File: src/hdl/eeim_map.svh
`ifndef EEIM_MAP_SVH
`define EEIM_MAP_SVH

// Register indices; the byte address is four times the index
`define EEIM_IDX_MASK 16'he50a
`define EEIM_IDX_STATUS 16'he520
`define EEIM_IDX_CLEAR 16'he521
`define EEIM_IDX_ACCUMULATION_MODE_REG 16'he522
`define EEIM_IDX_PULSE_OUTPUT_MODE_REG 16'he523

// Reset values
`define EEIM_RST_MASK 19'h00000
`define EEIM_RST_ACCUMULATION_MODE_REG 2'h0
`define EEIM_RST_PULSE_OUTPUT_MODE_REG 12'h000

// Flag bit positions (status, clear and mask share them)
`define EEIM_B_TAHF 0
`define EEIM_B_FAHF 1
`define EEIM_B_TRHF 2
`define EEIM_B_FRHF 3
`define EEIM_B_APHF 4
`define EEIM_B_LINE 5
`define EEIM_B_SGNA 6
`define EEIM_B_SUM1 9
`define EEIM_B_SGNR 10
`define EEIM_B_SUM2 13
`define EEIM_B_PUL1 14
`define EEIM_B_DSP 17
`define EEIM_B_SUM3 18
`define EEIM_NFLAGS 19

// Accumulation-mode register fields, packed low
`define EEIM_ACC_ACTSEL 0
`define EEIM_ACC_REACTSEL 1
// Positions of the same fields on the bus word
`define EEIM_ACC_ACTSEL_BUS 6
`define EEIM_ACC_REACTSEL_BUS 7

// Pulse-output mode fields
`define EEIM_CF_SEL1_LO 0
`define EEIM_CF_SEL2_LO 3
`define EEIM_CF_SEL3_LO 6
`define EEIM_CF_DIS1 9
`define EEIM_CF_DIS2 10
`define EEIM_CF_DIS3 11
`define EEIM_CF_WIDTH 12

// Change-detector input vector layout
`define EEIM_V_TA 0
`define EEIM_V_FA 3
`define EEIM_V_TR 6
`define EEIM_V_FR 9
`define EEIM_V_AP 12
`define EEIM_V_SA 15
`define EEIM_V_SR 18
`define EEIM_V_SUM 21
`define EEIM_V_PUL 24
`define EEIM_V_W 27

`endif

File: src/hdl/eeim_pkg.sv
package eeim_pkg;
    typedef logic [18:0] eeim_flags_type;
    typedef logic [2:0] eeim_power_sel_type;
    typedef logic [11:0] eeim_pulse_output_mode_reg_type;
endpackage : eeim_pkg

File: src/hdl/eeim_change_det.sv
`timescale 1ns/1ns
module eeim_change_det #(
    parameter int WIDTH = 27
) (
    input wire logic clk,
    input wire logic rst_b,
    input wire logic ce,
    input wire logic [WIDTH-1:0] level,
    output logic [WIDTH-1:0] changed,
    output logic [WIDTH-1:0] fell
);
    logic [WIDTH-1:0] prev_q;
    logic armed_q;

    always_ff @(posedge clk or negedge rst_b)
    begin
        if (!rst_b)
        begin
            prev_q <= '0;
            armed_q <= 1'b0;
        end
        else if (ce)
        begin
            prev_q <= level;
            armed_q <= 1'b1;
        end
    end

    // No event until one real sample is held
    assign changed = armed_q ? (prev_q ^ level) : '0;
    assign fell = armed_q ? (prev_q & ~level) : '0;
endmodule : eeim_change_det

File: src/hdl/eeim_irq_mask.sv
`timescale 1ns/1ns
`include "eeim_map.svh"
// Function
// - With enable bit 0 set, a change of bit 30 in any phase total active energy raises an interrupt.
// - With enable bit 1 set, a change of bit 30 in any phase fundamental active energy interrupts, unless the variant lacks fundamental measurement.
// - With enable bit 2 set, a change of bit 30 in any phase total reactive energy interrupts, unless the variant lacks reactive measurement.
// - With enable bit 3 set, a change of bit 30 in any phase fundamental reactive energy interrupts, unless the variant lacks fundamental measurement.
// - With enable bit 4 set, a change of bit 30 in any phase apparent energy raises an interrupt.
// - With enable bit 5 set in line-cycle mode, the end of the half-cycle integration raises an interrupt.
// - Enable bits 6 to 8 give interrupts on active power sign change of phase A, B, C, total or fundamental by mode bit 6.
// - Enable bits 10 to 12 give the same for reactive power, selected by mode bit 7, ignored without reactive measurement.
// - Enable bits 9, 13 and 18 give interrupts when the summed power of pulse path 1, 2 or 3 changes sign.
// - Enable bits 14 to 16 give interrupts on each falling edge of pulse output 1, 2 or 3.
// - A pulse interrupt still occurs while that pulse pin is disabled by mode bit 9, 10 or 11.
// - The power feeding pulse outputs 1 to 3 is chosen by mode fields [2:0], [5:3] and [8:6].
// - With enable bit 17 set, each end of the 8 kHz processing cycle raises an interrupt.
// - Enable bits 31 to 19 are reserved and have no effect whatever is written.
// - Every enable bit is 0 after reset.
module eeim_irq_mask
    import eeim_pkg::*;
#(
    parameter bit HAS_FUND = 1'b1,
    parameter bit HAS_REACTIVE = 1'b1
) (
    input wire logic clk,
    input wire logic rst_b,
    input wire logic ce,
    // Avalon-MM slave, byte address
    input wire logic [17:0] avs_address,
    input wire logic avs_read,
    input wire logic avs_write,
    input wire logic [31:0] avs_writedata,
    input wire logic [3:0] avs_byteenable,
    output logic [31:0] avs_readdata,
    output logic avs_waitrequest,
    // Bit 30 of each accumulator, phases A, B, C in bits 0, 1, 2
    input wire logic [2:0] total_active_bit30,
    input wire logic [2:0] fund_active_bit30,
    input wire logic [2:0] total_reactive_bit30,
    input wire logic [2:0] fund_reactive_bit30,
    input wire logic [2:0] apparent_bit30,
    // Power signs, 1 = negative
    input wire logic [2:0] total_active_sign,
    input wire logic [2:0] fund_active_sign,
    input wire logic [2:0] total_reactive_sign,
    input wire logic [2:0] fund_reactive_sign,
    input wire logic [2:0] pulse_sum_sign,
    // Internal pulse levels, before the pin disables
    input wire logic pulse_out_first,
    input wire logic pulse_out_second,
    input wire logic pulse_out_third,
    input wire logic line_cycle_mode,
    input wire logic line_cycle_done,
    input wire logic dsp_cycle_done,
    output logic [2:0] pulse_first_power_sel,
    output logic [2:0] pulse_second_power_sel,
    output logic [2:0] pulse_third_power_sel,
    output logic pulse_first_disable,
    output logic pulse_second_disable,
    output logic pulse_third_disable,
    output logic active_sign_source_sel,
    output logic reactive_sign_source_sel,
    output logic irq
);
    localparam logic [15:0] IDX_MASK = `EEIM_IDX_MASK;
    localparam logic [15:0] IDX_STATUS = `EEIM_IDX_STATUS;
    localparam logic [15:0] IDX_CLEAR = `EEIM_IDX_CLEAR;
    localparam logic [15:0] IDX_ACCUMULATION_MODE_REG = `EEIM_IDX_ACCUMULATION_MODE_REG;
    localparam logic [15:0] IDX_PULSE_OUTPUT_MODE_REG = `EEIM_IDX_PULSE_OUTPUT_MODE_REG;

    eeim_flags_type irq_enable_mask_a_q;
    eeim_flags_type status_q;
    eeim_flags_type status_d;
    eeim_flags_type event_set;
    eeim_flags_type clear_bits;
    eeim_pulse_output_mode_reg_type pulse_output_mode_reg_q;
    logic [1:0] accumulation_mode_reg_q;
    logic [31:0] readdata_q;
    logic waitrequest_q;
    logic irq_q;

    // Apply byte enables to an old value
    function automatic logic [31:0] eeim_merge(
        input logic [31:0] old_val,
        input logic [31:0] new_val,
        input logic [3:0] be
    );
        logic [31:0] res;
        res = old_val;
        for (int i = 0; i < 4; i++)
        begin
            if (be[i])
            begin
                res[i*8 +: 8] = new_val[i*8 +: 8];
            end
        end
        return res;
    endfunction : eeim_merge

    // Bus decode
    wire word_aligned = (avs_address[1:0] == 2'h0);
    wire [15:0] word_idx = avs_address[17:2];
    wire req = avs_read | avs_write;
    // Access completes at the edge where waitrequest is seen low
    wire access_done = req & ~waitrequest_q;
    wire wr_done = access_done & avs_write;
    wire hit_mask = word_aligned & (word_idx == IDX_MASK);
    wire hit_status = word_aligned & (word_idx == IDX_STATUS);
    wire hit_clear = word_aligned & (word_idx == IDX_CLEAR);
    wire hit_acc = word_aligned & (word_idx == IDX_ACCUMULATION_MODE_REG);
    wire hit_cf = word_aligned & (word_idx == IDX_PULSE_OUTPUT_MODE_REG);

    wire [31:0] mask_word = {13'h0000, irq_enable_mask_a_q};
    wire [31:0] status_word = {13'h0000, status_q};
    wire [31:0] acc_word = {24'h000000, accumulation_mode_reg_q, 6'h00};
    wire [31:0] cf_word = {20'h00000, pulse_output_mode_reg_q};
    wire [31:0] mask_new = eeim_merge(mask_word, avs_writedata, avs_byteenable);
    wire [31:0] acc_new = eeim_merge(acc_word, avs_writedata, avs_byteenable);
    wire [31:0] cf_new = eeim_merge(cf_word, avs_writedata, avs_byteenable);
    wire [31:0] clr_new = eeim_merge(32'h00000000, avs_writedata, avs_byteenable);

    // Unmapped and write-only words read as zero
    wire [31:0] read_mux = hit_mask ? mask_word :
                           hit_status ? status_word :
                           hit_acc ? acc_word :
                           hit_cf ? cf_word : 32'h00000000;

    always_ff @(posedge clk or negedge rst_b)
    begin
        if (!rst_b)
        begin
            waitrequest_q <= 1'b1;
            readdata_q <= 32'h00000000;
        end
        else if (ce)
        begin
            waitrequest_q <= ~(req & waitrequest_q);
            if (avs_read & waitrequest_q)
            begin
                readdata_q <= read_mux;
            end
        end
    end

    always_ff @(posedge clk or negedge rst_b)
    begin
        if (!rst_b)
        begin
            irq_enable_mask_a_q <= `EEIM_RST_MASK;
            accumulation_mode_reg_q <= `EEIM_RST_ACCUMULATION_MODE_REG;
            pulse_output_mode_reg_q <= `EEIM_RST_PULSE_OUTPUT_MODE_REG;
        end
        else if (ce & wr_done)
        begin
            if (hit_mask)
            begin
                irq_enable_mask_a_q <= mask_new[`EEIM_NFLAGS-1:0];
            end
            if (hit_acc)
            begin
                accumulation_mode_reg_q <= acc_new[`EEIM_ACC_REACTSEL_BUS:`EEIM_ACC_ACTSEL_BUS];
            end
            if (hit_cf)
            begin
                pulse_output_mode_reg_q <= cf_new[`EEIM_CF_WIDTH-1:0];
            end
        end
    end

    // Event sources
    logic [`EEIM_V_W-1:0] det_level;
    logic [`EEIM_V_W-1:0] det_changed;
    logic [`EEIM_V_W-1:0] det_fell;
    wire act_sel = accumulation_mode_reg_q[`EEIM_ACC_ACTSEL];
    wire react_sel = accumulation_mode_reg_q[`EEIM_ACC_REACTSEL];
    // sign source by mode bit 6
    wire [2:0] active_sign = act_sel ? fund_active_sign : total_active_sign;
    // sign source by mode bit 7
    wire [2:0] reactive_sign = react_sel ? fund_reactive_sign : total_reactive_sign;

    assign det_level = {pulse_out_third, pulse_out_second, pulse_out_first,
                        pulse_sum_sign, reactive_sign, active_sign,
                        apparent_bit30, fund_reactive_bit30, total_reactive_bit30,
                        fund_active_bit30, total_active_bit30};

    eeim_change_det #(
        .WIDTH(`EEIM_V_W)
    ) u_det (
        .clk(clk),
        .rst_b(rst_b),
        .ce(ce),
        .level(det_level),
        .changed(det_changed),
        .fell(det_fell)
    );

    assign event_set[`EEIM_B_TAHF] = |det_changed[`EEIM_V_TA +: 3];
    assign event_set[`EEIM_B_FAHF] = HAS_FUND & (|det_changed[`EEIM_V_FA +: 3]);
    assign event_set[`EEIM_B_TRHF] = HAS_REACTIVE & (|det_changed[`EEIM_V_TR +: 3]);
    assign event_set[`EEIM_B_FRHF] = HAS_FUND & (|det_changed[`EEIM_V_FR +: 3]);
    assign event_set[`EEIM_B_APHF] = |det_changed[`EEIM_V_AP +: 3];
    assign event_set[`EEIM_B_LINE] = line_cycle_mode & line_cycle_done;
    assign event_set[`EEIM_B_SGNA +: 3] = det_changed[`EEIM_V_SA +: 3];
    assign event_set[`EEIM_B_SGNR +: 3] = HAS_REACTIVE ? det_changed[`EEIM_V_SR +: 3] : 3'h0;
    assign event_set[`EEIM_B_SUM1] = det_changed[`EEIM_V_SUM];
    assign event_set[`EEIM_B_SUM2] = det_changed[`EEIM_V_SUM + 1];
    assign event_set[`EEIM_B_SUM3] = det_changed[`EEIM_V_SUM + 2];
    assign event_set[`EEIM_B_PUL1 +: 3] = det_fell[`EEIM_V_PUL +: 3];
    assign event_set[`EEIM_B_DSP] = dsp_cycle_done;

    // Write-one-to-clear; a new event wins over a clear
    assign clear_bits = (wr_done & hit_clear) ? clr_new[`EEIM_NFLAGS-1:0] : '0;
    assign status_d = (status_q & ~clear_bits) | event_set;

    always_ff @(posedge clk or negedge rst_b)
    begin
        if (!rst_b)
        begin
            status_q <= '0;
            irq_q <= 1'b0;
        end
        else if (ce)
        begin
            status_q <= status_d;
            irq_q <= |(status_d & irq_enable_mask_a_q);
        end
    end

    assign avs_readdata = readdata_q;
    assign avs_waitrequest = waitrequest_q;
    assign irq = irq_q;
    assign pulse_first_power_sel = pulse_output_mode_reg_q[`EEIM_CF_SEL1_LO +: 3];
    assign pulse_second_power_sel = pulse_output_mode_reg_q[`EEIM_CF_SEL2_LO +: 3];
    assign pulse_third_power_sel = pulse_output_mode_reg_q[`EEIM_CF_SEL3_LO +: 3];
    assign pulse_first_disable = pulse_output_mode_reg_q[`EEIM_CF_DIS1];
    assign pulse_second_disable = pulse_output_mode_reg_q[`EEIM_CF_DIS2];
    assign pulse_third_disable = pulse_output_mode_reg_q[`EEIM_CF_DIS3];
    assign active_sign_source_sel = act_sel;
    assign reactive_sign_source_sel = react_sel;
endmodule : eeim_irq_mask

File: config.mk
export PLATFORM = sky130hd
export DESIGN_NAME = eeim_irq_mask
export DESIGN_NICKNAME = d
export VERILOG_FILES = /design/src/hdl/eeim_pkg.sv /design/src/hdl/eeim_change_det.sv /design/src/hdl/eeim_irq_mask.sv
export VERILOG_INCLUDE_DIRS = /design/src /design/src/hdl
export SDC_FILE = /design/constraint.sdc
export NUM_CORES = 1
export LEC_CHECK = 0
export ABC_AREA = 1
export ABC_CLOCK_PERIOD_IN_PS = 1900
export BUFFER_PORTS_ARGS = -buffer_cell sky130_fd_sc_hd__buf_2
export CAP_MARGIN = 10
export CORE_MARGIN = 8
export CORE_UTILIZATION = 28
export CTS_CLUSTER_SIZE = 10
export DETAILED_ROUTE_END_ITERATION = 6
export SLEW_MARGIN = 10
export SYNTH_ARGS = -nofsm -noshare
export SYNTH_HDL_FRONTEND = slang
export SYNTH_HIERARCHICAL = 1
export SYNTH_SLANG_ARGS = --single-unit
File: constraint.sdc
create_clock -name clk -period 1.9 [get_ports clk]
set_input_delay 0.57 -clock clk [delete_from_list [all_inputs] [get_ports clk]]
set_output_delay 0.57 -clock clk [all_outputs]
set_load 0.02 [all_outputs]
### Word-level counts from Yosys, hierarchy flattened

Cells that the tools add are included.

| cells by class | value |
|---|---|
| order comparisons | 0 |
| multiply operators | 0 |
| multiplexer cells | 12 |
| equality and inequality tests | 5 |
| bitwise operators | 22 |
| div/mod/pow operators | 0 |
| shifts and indexed selects | 0 |
| reduce and logical (&&, ||, !) cells | 14 |
| add/sub/neg operators | 0 |

Operators by type and width:

| kind | number |
|---|---|
| 16-bit equality test, second input constant | 5 |
| 19-bit 2-to-1 mux | 3 |
| 19-bit AND | 2 |
| 27-bit AND | 1 |
| 27-bit 2-to-1 mux | 1 |
| 27-bit inverter | 1 |
| 12-bit 2-to-1 mux | 2 |
| 24-bit 2-to-1 mux | 1 |
| 24-bit XOR | 1 |
| 19-bit inverter | 1 |
| 19-bit OR | 1 |
| 19-bit OR reduction | 1 |
| 3-bit AND reduction | 6 |
| 8-bit 2-to-1 mux | 2 |
| 3-bit OR reduction | 5 |
| 1-bit AND | 12 |
| 3-bit 2-to-1 mux | 3 |
| 2-bit zero test | 1 |
| 1-bit inverter | 2 |
| 2-bit AND reduction | 1 |
| 1-bit OR | 1 |

| storage, ports and cells | value |
|---|---|
| register bits after elaboration | 114 |
| bits in read-only memories | 0 |
| logic and storage cells | 65 |
| bits in writable memories | 0 |
| latch bits | 0 |
| output and inout port bits | 48 |
| memories kept | 0 |
| input bits | 95 |

### Depth between registers and ports, before layout

Gate-level depths: netlist of run 1.

| logic depth | value |
|---|---|
| word-level depth | 10 |
| mapped depth | 14 |
| mapped depth without buffers | 14 |

### Cells and area by module

Netlist of run 1, hierarchy kept.

By module, submodules not included:

| module | area an instance (sq um) | instances | seq. area each (sq um) | cells each |
|---|---|---|---|---|
| eeim_irq_mask | 4052.6 | 1 | 1828.0 | 563 |
| eeim_change_det | 2080.7 | 1 | 700.7 | 257 |

### Least setup slack after synthesis of run 1

Ideal clock, no wire load.

| timing | value |
|---|---|
| path type | input to register |
| start | in avs_address[9] |
| end | reg irq_q, in the netlist irq |
| path slack | 64 ps |
| data arrival time | 1714 ps |
| data required time | 1778 ps |
| stages | 13 |
| path buffers | 1 |
| setup time | 122 ps |
| cell sequence | nor2_2 -> nand2_1 -> nor2_4 -> buf_4 -> nand4_1 -> nand2_1 -> nand2_1 -> nand2_1 -> nand2_1 -> nor2_1 -> nand2_1 -> nor2_1 -> a21oi_1 |

| on the way | value |
|---|---|
| word-level cells in the longest chain between the ends | 9 |

RTL lines:

| item | line | text |
|---|---|---|
| start, declared | eeim_irq_mask.sv:29 | `input wire logic [17:0] avs_address,` |
| 16-bit equality test | eeim_irq_mask.sv:109 | `wire hit_clear = word_aligned & (word_idx == IDX_CLEAR);` |
| 1-bit AND | eeim_irq_mask.sv:109 |  |
| 1-bit AND | eeim_irq_mask.sv:212 | `` assign clear_bits = (wr_done & hit_clear) ? clr_new[`EEIM_NFLAGS-1:0] : '0; `` |
| 19-bit 2-to-1 mux | eeim_irq_mask.sv:212 |  |
| 19-bit inverter | eeim_irq_mask.sv:213 | `assign status_d = (status_q & ~clear_bits) \| event_set;` |
| 19-bit AND | eeim_irq_mask.sv:213 |  |
| 19-bit OR | eeim_irq_mask.sv:213 |  |
| 19-bit AND | eeim_irq_mask.sv:225 | `irq_q <= \|(status_d & irq_enable_mask_a_q);` |
| 19-bit OR reduction | eeim_irq_mask.sv:225 |  |
| end signal, assigned | eeim_irq_mask.sv:225 |  |
| end, declared | eeim_irq_mask.sv:80 | `logic irq_q;` |

Every way passes these cells.
A chain may end at the register's enable or synchronous reset.

### Final worst setup path of run 1

| timing | value |
|---|---|
| start | reg accumulation_mode_reg_q[1] |
| end | reg irq_q, in the netlist irq |

| on the way | value |
|---|---|
| word-level cells in the longest chain between the ends | 6 |

RTL lines:

| item | line | text |
|---|---|---|
| start, declared | eeim_irq_mask.sv:77 | `logic [1:0] accumulation_mode_reg_q;` |
| start signal, assigned | eeim_irq_mask.sv:150 | `` accumulation_mode_reg_q <= `EEIM_RST_ACCUMULATION_MODE_REG; `` |
| start signal, assigned | eeim_irq_mask.sv:161 | `` accumulation_mode_reg_q <= acc_new[`EEIM_ACC_REACTSEL_BUS:`EEIM_ACC_ACTSEL_BUS]; `` |
| 3-bit 2-to-1 mux | eeim_irq_mask.sv:179 | `wire [2:0] reactive_sign = react_sel ? fund_reactive_sign : total_reactive_sign;` |
| net reactive_sign[2] | eeim_irq_mask.sv:179 |  |
| 24-bit XOR | eeim_change_det.sv:30 | `assign changed = armed_q ? (prev_q ^ level) : '0;` |
| 24-bit 2-to-1 mux | eeim_change_det.sv:30 |  |
| net det_changed[20] | eeim_irq_mask.sv:172 | `` logic [`EEIM_V_W-1:0] det_changed; `` |
| 19-bit OR | eeim_irq_mask.sv:213 |  |
| 19-bit AND | eeim_irq_mask.sv:225 |  |
| 19-bit OR reduction | eeim_irq_mask.sv:225 |  |

The timed path passes the listed nets, and every way through them passes these cells.

==> metrics, run 1 <==
outcome=completed; VDD IR max=362 uV; Core Region=20900 um^2; clock-pin slew reported for the worst setup and hold paths after clock tree synthesis=0.08 ns; post-synthesis to final-layout area growth=26.4%; RSZ-0062 raised after global routing=yes; global-route wire length before repair=27100 um; vias in the first global route=5102; routed vias/inst=4.23; number of sinks driven by the clock tree=101; largest net degree at the start of global routing=33; leakage power figure=4.16 nW; cell area after synthesis=5920 um^2; routed length per instance=14.1 um; clock root cell=clkbuf_16; number of buffers inserted during clock tree synthesis=9; total gr overflow=0; Worst Reg-to-Reg Cells=14; total iterations of the first detailed-routing run=4; count of endpoints failing hold in the final timing report=0; post-layout instance area=7470 um^2; GRT Total Usage=0.131; remaining routing DRC violations=0; CP Capture Type=flip-flop; startpoint type of the worst setup path=flip-flop; worst slack after detailed placement=-0.250 ns; maximum clock insertion buffer count=2; First DRT Iteration DRCs=227; CP max FO=3; vertical die dimension=161 um; # hold bufs at CTS=0; flop-to-flop setup slack=0.15 ns; Final Total Pwr=0.00512 W; final critical-path setup slack=0.146 ns; chip width=161 um; total setup violations reported at the end of the flow=0; max cap viols=0; half-perimeter wire length after placement=13000 um; startpoint-to-endpoint class of the critical path=flip-flop to flip-flop; num ports=143; data required time at the worst endpoint=2.18 ns; crit share post-route=0.923; HP Class=primary input to async pin; achievable frequency=0.570 GHz; Fin Clk Skew=0.0132 ns; antenna violations before repair=5; setup bufs post-CTS=0; post-layout net count=1045; CP arrival=2.04 ns; Placed Instance Area=7120 um^2; clk_lat worst skew=0.35 ns; number of port buffers=115; Mean Syn Cell Area=7.70 um^2; share of cells above drive strength 1=0.256; Yosys warnings=6; antenna-violating nets left=0; final core utilization=0.358; time the worst path needs with I/O delays and setup=1.75 ns; H-tree lvl count=3; routability congestion estimate=0.819; number of cells produced by synthesis=768; fin. max-slew vios=0; DRT Wirelength=16900 um; destination of the worst register-to-register timing path=irq; reg-to-reg startpoint=accumulation_mode_reg_q[1]; die area=26000 um^2; total vias in the final route=5097; effective utilization at floorplan=0.283; CTS tree=done; Site Rows=53; total power divided by cell area=685 nW/um^2
[metal layers]
| layer | up-vias | share of wire | global-route usage |
|---|---|---|---|
| met3 | 22 | 0.060 | 0.0379 |
| li1 | 2651 | - | - |
| met1 | 2305 | 0.47 | 0.175 |
| met4 | 6 | 0.018 | 0.0383 |
| met2 | 113 | 0.45 | 0.203 |
| met5 | - | 0.0020 | 0 |
[worst max-delay path by stage]
stage	slack, ns	end	cells past startpoint	from
finish	0.15	irq	14	accumulation_mode_reg_q[1]
global route	-0.008	irq	15	avs_address[11]
floorplan	0.06	irq	13	avs_address[9]
CTS	0.05	irq	11	u_det/prev_q[13]
global placement	-0.20	avs_readdata[1]	10	avs_address[9]
detailed placement	-0.25	irq	13	apparent_bit30[0]
[placed cells by master, fill, tap and decap left out, drive strengths merged, types with 2 or more instances in the layout]
cell type	instances
a31oi	2
nor4	2
conb	13
dfrtp	100
o21ai	67
nand3	9
inv	127
buf	174
clkinv	2
ha	27
bufinv	2
nor2	49
a21oi	13
o22ai	13
nand4	17
nand2	281
nor3	8
clkbuf	11
mux2	7
[power by group]
group	switching [W]	internal [W]
registers	0.0000562	0.00225
logic	0.000442	0.000324
clock network	0.000871	0.00118
[worst max-delay path, stage by stage (launching register included)]
cell and delay (ns):
dfrtp_1 0.38, buf_4 0.15, nand2_1 0.05, nand2_1 0.09, inv_1 0.05, ha_1 0.32, nor2_4 0.10, inv_1 0.07
nand2_1 0.08, nand2_1 0.07, nand2_1 0.07, inv_1 0.03, nand2_1 0.06, nor2_1 0.04, a21oi_1 0.13
[state kept, by name, indices dropped and copies added (netlist names)]
| name | flops |
|---|---|
| irq | 1 |
| u_det/armed_q | 1 |
| avs_readdata | 19 |
| irq_enable_mask_a_q | 19 |
| pulse_output_mode_reg_q | 12 |
| accumulation_mode_reg_q | 2 |
| u_det/prev_q | 27 |
| status_q | 19 |
| avs_waitrequest | 1 |
[metrics by stage]
stage,hold WS (ns),cells,setup TNS (ns)
2_1_floorplan,0.274,780,0
3_3_place_gp,0.457,1187,-5.11
3_5_place_dp,0.461,1187,-5.46
4_1_cts,0.139,1203,0
5_1_grt,0.143,1204,-0.00846
6_report,0.134,1204,0
[what timing repair did]
item | 4_1_cts | 5_1_grt
endpoints found under the setup margin | 0 | 8
hold endpoints to repair | 0 | 0
gates resized for setup | 0 | 11
[layout make-up]
type | instances | area, um^2
Timing Repair Buffer | 174 | 1130
Fill cell | 2183 | 13400
Clock buffer | 11 | 233
Tap cell | 275 | 344
Multi-Input combinational cell | 511 | 2650
Inverter | 126 | 493
Antenna cell | 1 | 2.50
Clock inverter | 5 | 88.8
Sequential cell | 101 | 2530
No activity file was read; power rests on OpenSTA's default activity.
==> inputs of run 2 (changes only) <==
--- a/config.mk
+++ b/config.mk
@@ -9,9 +9,10 @@
 export ABC_AREA = 1
 export ABC_CLOCK_PERIOD_IN_PS = 1900
 export BUFFER_PORTS_ARGS = -buffer_cell sky130_fd_sc_hd__buf_2
-export CAP_MARGIN = 10
+export CAP_MARGIN = 40
 export CORE_MARGIN = 8
 export CORE_UTILIZATION = 28
+export CTS_BUF_LIST = sky130_fd_sc_hd__clkbuf_4 sky130_fd_sc_hd__clkbuf_8
 export CTS_CLUSTER_SIZE = 10
 export DETAILED_ROUTE_END_ITERATION = 6
 export SLEW_MARGIN = 10
==> run 2 against run 1 <==
Flip-flop and latch count is the same; largest power group unchanged; clock skew grew 0.0071 ns; die area is the same.
==> metrics, run 2 (synthesis gave the netlist of run 1 again) <==
global-route wire length before repair=27000 um; setup bufs post-CTS=0; Fin Clk Skew=0.0202 ns; flop-to-flop setup slack=0.15 ns; Clock Power Share=0.344; CTS tree=done; routability congestion estimate=0.819; final core utilization=0.353; most common cell after layout, fill and taps aside=nand2_1; maximum clock insertion buffer count=2; max cap viols=0; total setup violations reported at the end of the flow=0; reg-to-reg startpoint=accumulation_mode_reg_q[1]; total gr overflow=0; CP arrival=2.08 ns; fraction of power consumed by sequential logic=0.493; proportion of power drawn by combinational gates=0.163; net switching power figure=0.00131 W; leakage power figure=4.12 nW; beginning of the critical path=accumulation_mode_reg_q[1]; H-tree lvl count=3; most frequent cells in the layout=270 x nand2_1, 120 x inv_1, 114 x buf_2, 100 x dfrtp_1, 66 x o21ai_0; clk_lat worst skew=0.39 ns; max FFs per register=27; largest reg by FF count=u_det/prev_q; number of port buffers=115; post-synthesis to final-layout area growth=24.7%; data required time at the worst endpoint=2.22 ns; CP max FO=3; count of endpoints failing hold in the final timing report=0; half-perimeter wire length after placement=13000 um; Switching Fraction=0.280; antenna-violating nets left=0; effective utilization at floorplan=0.283; VDD IR max=356 uV; Core Region=20900 um^2; GRT Total Usage=0.132; total iterations of the first detailed-routing run=5; clock-pin slew reported for the worst setup and hold paths after clock tree synthesis=0.11 ns; startpoint-to-endpoint class of the critical path=flip-flop to flip-flop; Site Rows=53; fin. max-slew vios=0; final critical-path setup slack=0.147 ns; largest net degree at the start of global routing=33; # hold bufs at CTS=0; time the worst path needs with I/O delays and setup=1.75 ns; share of cells above drive strength 1=0.258; design internal power=0.00336 W; worst slack after detailed placement=-0.250 ns; clock root cell=clkbuf_8; routed length per instance=14.0 um; Final Total Pwr=0.00467 W; number of sinks driven by the clock tree=101; remaining routing DRC violations=0; CP Capture Type=flip-flop; die area=26000 um^2; vias in the first global route=5107; startpoint type of the worst setup path=flip-flop; total power divided by cell area=634 nW/um^2; setup TNS=0 ns; chip width=161 um; First DRT Iteration DRCs=239; achievable frequency=0.571 GHz; post-layout net count=1045; DRT Wirelength=16800 um; total vias in the final route=5086; crit share post-route=0.923; antenna violations before repair=5; num ports=143; routed vias/inst=4.22; HP Class=primary input to async pin; RSZ-0062 raised after global routing=no; outcome=completed; vertical die dimension=161 um; number of buffers inserted during clock tree synthesis=9
==> run 2: worst paths after layout <==
path,to,cells after the start
max,irq,14
min,avs_readdata[0],1
max reg2reg,irq,14
min reg2reg,u_det/prev_q[0],2
max in group asynchronous,avs_waitrequest,2
min in group clk,u_det/prev_q[2],3
==> run 2: repair_timing <==
item                                    CTS  global route
endpoints found under the setup margin    0             2
endpoints found under the hold margin     0             0
resized for setup                         0             8
==> run 2: final cells by class <==
class                      count  area [um^2]
antenna                        1         2.50
clock buffer                  11          139
clock inverter                 5         88.8
fill                        2212        13500
inverter                     126          493
multi-input combinational    511         2650
sequential                   101         2530
tap                          275          344
timing repair buffer         174         1130
==> run 2: stage by stage <==
step	hold slack (ns)	instance area [um^2]	std cells
5_1_grt	0.0798	7380	1204
3_3_place_gp	0.457	7120	1187
3_5_place_dp	0.461	7120	1187
6_report	0.0847	7380	1204
2_1_floorplan	0.274	5960	780
4_1_cts	0.0791	7350	1203
==> run 2: worst max-delay path, stage by stage, from the launching register on <==
cell and delay [ns]:
dfrtp_1 0.39, buf_4 0.15, nand2_1 0.05, nand2_1 0.09, inv_1 0.05, ha_1 0.32
nor2_4 0.10, inv_1 0.06, nand2_1 0.08, nand2_1 0.07, nand2_1 0.07, inv_1 0.03
nand2_1 0.06, nor2_1 0.04, a21oi_1 0.13
==> run 2: power groups by stage <==
stage	logic (W)	registers (W)	clock network [W]
2_1_floorplan	0.000466	0.00234	0
3_3_place_gp	0.000759	0.00234	0
3_5_place_dp	0.000765	0.00235	0
4_1_cts	0.000771	0.00230	0.00167
5_1_grt	0.000866	0.00232	0.00176
6_report	0.000761	0.00230	0.00161
==> run 2: layer usage <==
layer  global-route usage  wire [um]
met3               0.0379        994
met2                0.201       7440
met4               0.0446        339
met1                0.175       7990
met5                    0         34
==> inputs of run 3 (changes only) <==
--- a/config.mk
+++ b/config.mk
@@ -10,6 +10,7 @@
 export ABC_CLOCK_PERIOD_IN_PS = 1900
 export BUFFER_PORTS_ARGS = -buffer_cell sky130_fd_sc_hd__buf_2
 export CAP_MARGIN = 40
+export CORE_ASPECT_RATIO = 1.25
 export CORE_MARGIN = 8
 export CORE_UTILIZATION = 28
 export CTS_BUF_LIST = sky130_fd_sc_hd__clkbuf_4 sky130_fd_sc_hd__clkbuf_8
@@ -18,5 +19,4 @@
 export SLEW_MARGIN = 10
 export SYNTH_ARGS = -nofsm -noshare
 export SYNTH_HDL_FRONTEND = slang
-export SYNTH_HIERARCHICAL = 1
 export SYNTH_SLANG_ARGS = --single-unit
==> run 3 against run 2 <==
Register-to-register slack worse by 0.04 ns; clock-buffer cell count is 3 higher; critical path depth stayed put; sequential power hardly changed; clock power is 20% lower; flip-flop and latch count stayed put; synthesized area is 8.4% lower; core utilization is 0.078 points higher; die area is 7.5% lower; critical path type is now primary input to flip-flop; critical endpoint unchanged; largest cell class is now sequential cells; largest power group unchanged.
==> metrics, run 3 <==
fraction of power consumed by sequential logic=0.547; outcome=completed; total gr overflow=0; routed length per instance=14.8 um; chip width=140 um; maximum clock insertion buffer count=2; count of endpoints failing hold in the final timing report=0; DRT Wirelength=16300 um; number of cells produced by synthesis=704; filler instances=2025; crit share post-route=0.960; antenna violations before repair=2; clock-pin slew reported for the worst setup and hold paths after clock tree synthesis=0.10 ns; routed vias/inst=4.41; max cap viols=0; clock root cell=clkbuf_8; CP arrival=2.08 ns; worst hold slack after final layout=0.104 ns; CTS tree=done; total setup violations reported at the end of the flow=0; Core Region=19200 um^2; FF+latch count, synth=101; total iterations of the first detailed-routing run=4; post-synthesis to final-layout area growth=25.3%; GRT Total Usage=0.137; antenna-violating nets left=0; # hold bufs at CTS=0; achievable frequency=0.548 GHz; number of port buffers=115; most repeated cell in the gate-level netlist after synthesis=nand2_1; Yosys warnings=0; First DRT Iteration DRCs=314; Commonest cells post-synth=259 x nand2_1, 100 x dfrtp_1, 80 x inv_1, 67 x o21ai_0, 24 x nor2_1; half-perimeter wire length after placement=12800 um; most frequent cells in the layout=259 x nand2_1, 114 x buf_2, 100 x dfrtp_1, 78 x inv_1, 65 x o21ai_0; die area=24100 um^2; leakage power figure=3.67 nW; post-layout net count=956; HP Class=primary input to async pin; largest net degree at the start of global routing=38; share of cells above drive strength 1=0.268; CP max FO=7; destination of the worst register-to-register timing path=irq; post-synth cell types=40; reg-to-reg startpoint=accumulation_mode_reg_q[0]; vertical die dimension=172 um; CP Capture Type=flip-flop; Clock Power Share=0.306; Post-synth EDFFs=0; cell area after synthesis=5420 um^2; total vias in the final route=4851; time the worst path needs with I/O delays and setup=1.82 ns; Diodes inserted=0; clk_lat worst skew=0.36 ns; largest cells by area after synthesis=dfrtp_1 46%, nand2_1 18%, o21ai_0 6.2%; VDD IR max=289 uV; total power divided by cell area=622 nW/um^2; Mean Syn Cell Area=7.70 um^2; num ports=143; data required time at the worst endpoint=2.15 ns; design internal power=0.00306 W; proportion of power drawn by combinational gates=0.146; flop-to-flop setup slack=0.11 ns; placed cell count=1085; number of sinks driven by the clock tree=101; top-area cell type share of the netlist area=0.462; final cell count without fillers=1101; routability congestion estimate=0.833; Worst Reg-to-Reg Cells=12; Site Rows=57; fin. max-slew vios=0; global-route wire length before repair=25700 um; startpoint-to-endpoint class of the critical path=primary input to flip-flop; max FFs per register=27; number of buffers inserted during clock tree synthesis=9; H-tree lvl count=3; beginning of the critical path=avs_address[5]; effective utilization at floorplan=0.282; cell type contributing the most total cell area after synthesis=dfrtp_1; startpoint type of the worst setup path=primary input; dominant register cell in the synthesized netlist=dfrtp_1; RSZ-0062 raised after global routing=yes; portion of the post-synthesis area used by sequential elements=0.467; vias in the first global route=4923; Switching Fraction=0.274; largest reg by FF count=u_det.prev_q; net switching power figure=0.00116 W; remaining routing DRC violations=0; Fin Clk Skew=0.0138 ns; most common cell after layout, fill and taps aside=nand2_1; share of synthesized registers carrying an async set or reset=1.00
[run 3: layout make-up]
cell class	instances	area [um^2]	share of cell area
multi-input combinational	494	2410	0.354
tap	236	295	0.0435
timing repair buffer	173	1080	0.158
clock inverter	1	7.51	0.00111
clock buffer	14	168	0.0247
sequential	101	2530	0.372
inverter	82	308	0.0453
[run 3: how the worst max path moves through the flow]
stage                                          to  slack, ns
final                                         irq       0.08
after global routing                          irq      -0.06
after CTS                         avs_readdata[5]       0.03
after detailed placement          avs_readdata[5]      -0.33
after global placement                        irq      -0.32
after floorplan           irq_enable_mask_a_q[13]       0.05
[run 3: cells by family after synthesis]
kind of cell	share of synthesized area
compound gates	0.119
simple gates	0.267
flops	0.467
other cells	0.000692
xor+xnor	0.0275
buf+inv	0.103
mux	0.0159
[run 3: timing repair]
item	4_1_cts	5_1_grt
setup buffers	0	1
resized for setup	0	10
endpoints found under the setup margin	0	18
[run 3: critical path: stages]
cell and delay (ns):
buf_2 0.10, nor2_1 0.14, nand2_1 0.11, nor2_4 0.16
buf_4 0.18, nand4_1 0.10, nand2_1 0.07, nand2_1 0.06
nand2_1 0.06, nand2_1 0.09, nor2_1 0.11, nand2_1 0.08
nor2_1 0.15, a21oi_1 0.08
[run 3: power groups by stage]
stage / clock network [W] / registers, W / logic, W
finish: 0.00129 / 0.00231 / 0.000618
global route: 0.00143 / 0.00233 / 0.000705
CTS: 0.00134 / 0.00231 / 0.000627
detailed placement: 0 / 0.00235 / 0.000627
global placement: 0 / 0.00235 / 0.000616
floorplan: 0 / 0.00235 / 0.000350
[run 3: metal layers]
metal / vias to the layer above / routed length [um] / track usage
li1: 2514 / - / -
met3: 20 / 813 / 0.0314
met5: - / 19 / 0
met2: 109 / 8470 / 0.250
met1: 2204 / 6690 / 0.153
met4: 4 / 345 / 0.0501
[run 3: per-stage QoR]
| step | power, W | worst slack [ns] | utilization | instance area (um^2) | setup TNS [ns] |
|---|---|---|---|---|---|
| global route | 0.00446 | -0.0625 | 0.354 | 6790 | -0.0625 |
| finish | 0.00422 | 0.0754 | 0.354 | 6790 | 0 |
| floorplan | 0.00269 | 0.0499 | - | 5460 | 0 |
| CTS | 0.00427 | 0.0316 | 0.352 | 6750 | 0 |
| global placement | 0.00296 | -0.322 | 0.343 | 6580 | -8.66 |
| detailed placement | 0.00298 | -0.335 | 0.343 | 6580 | -9.63 |
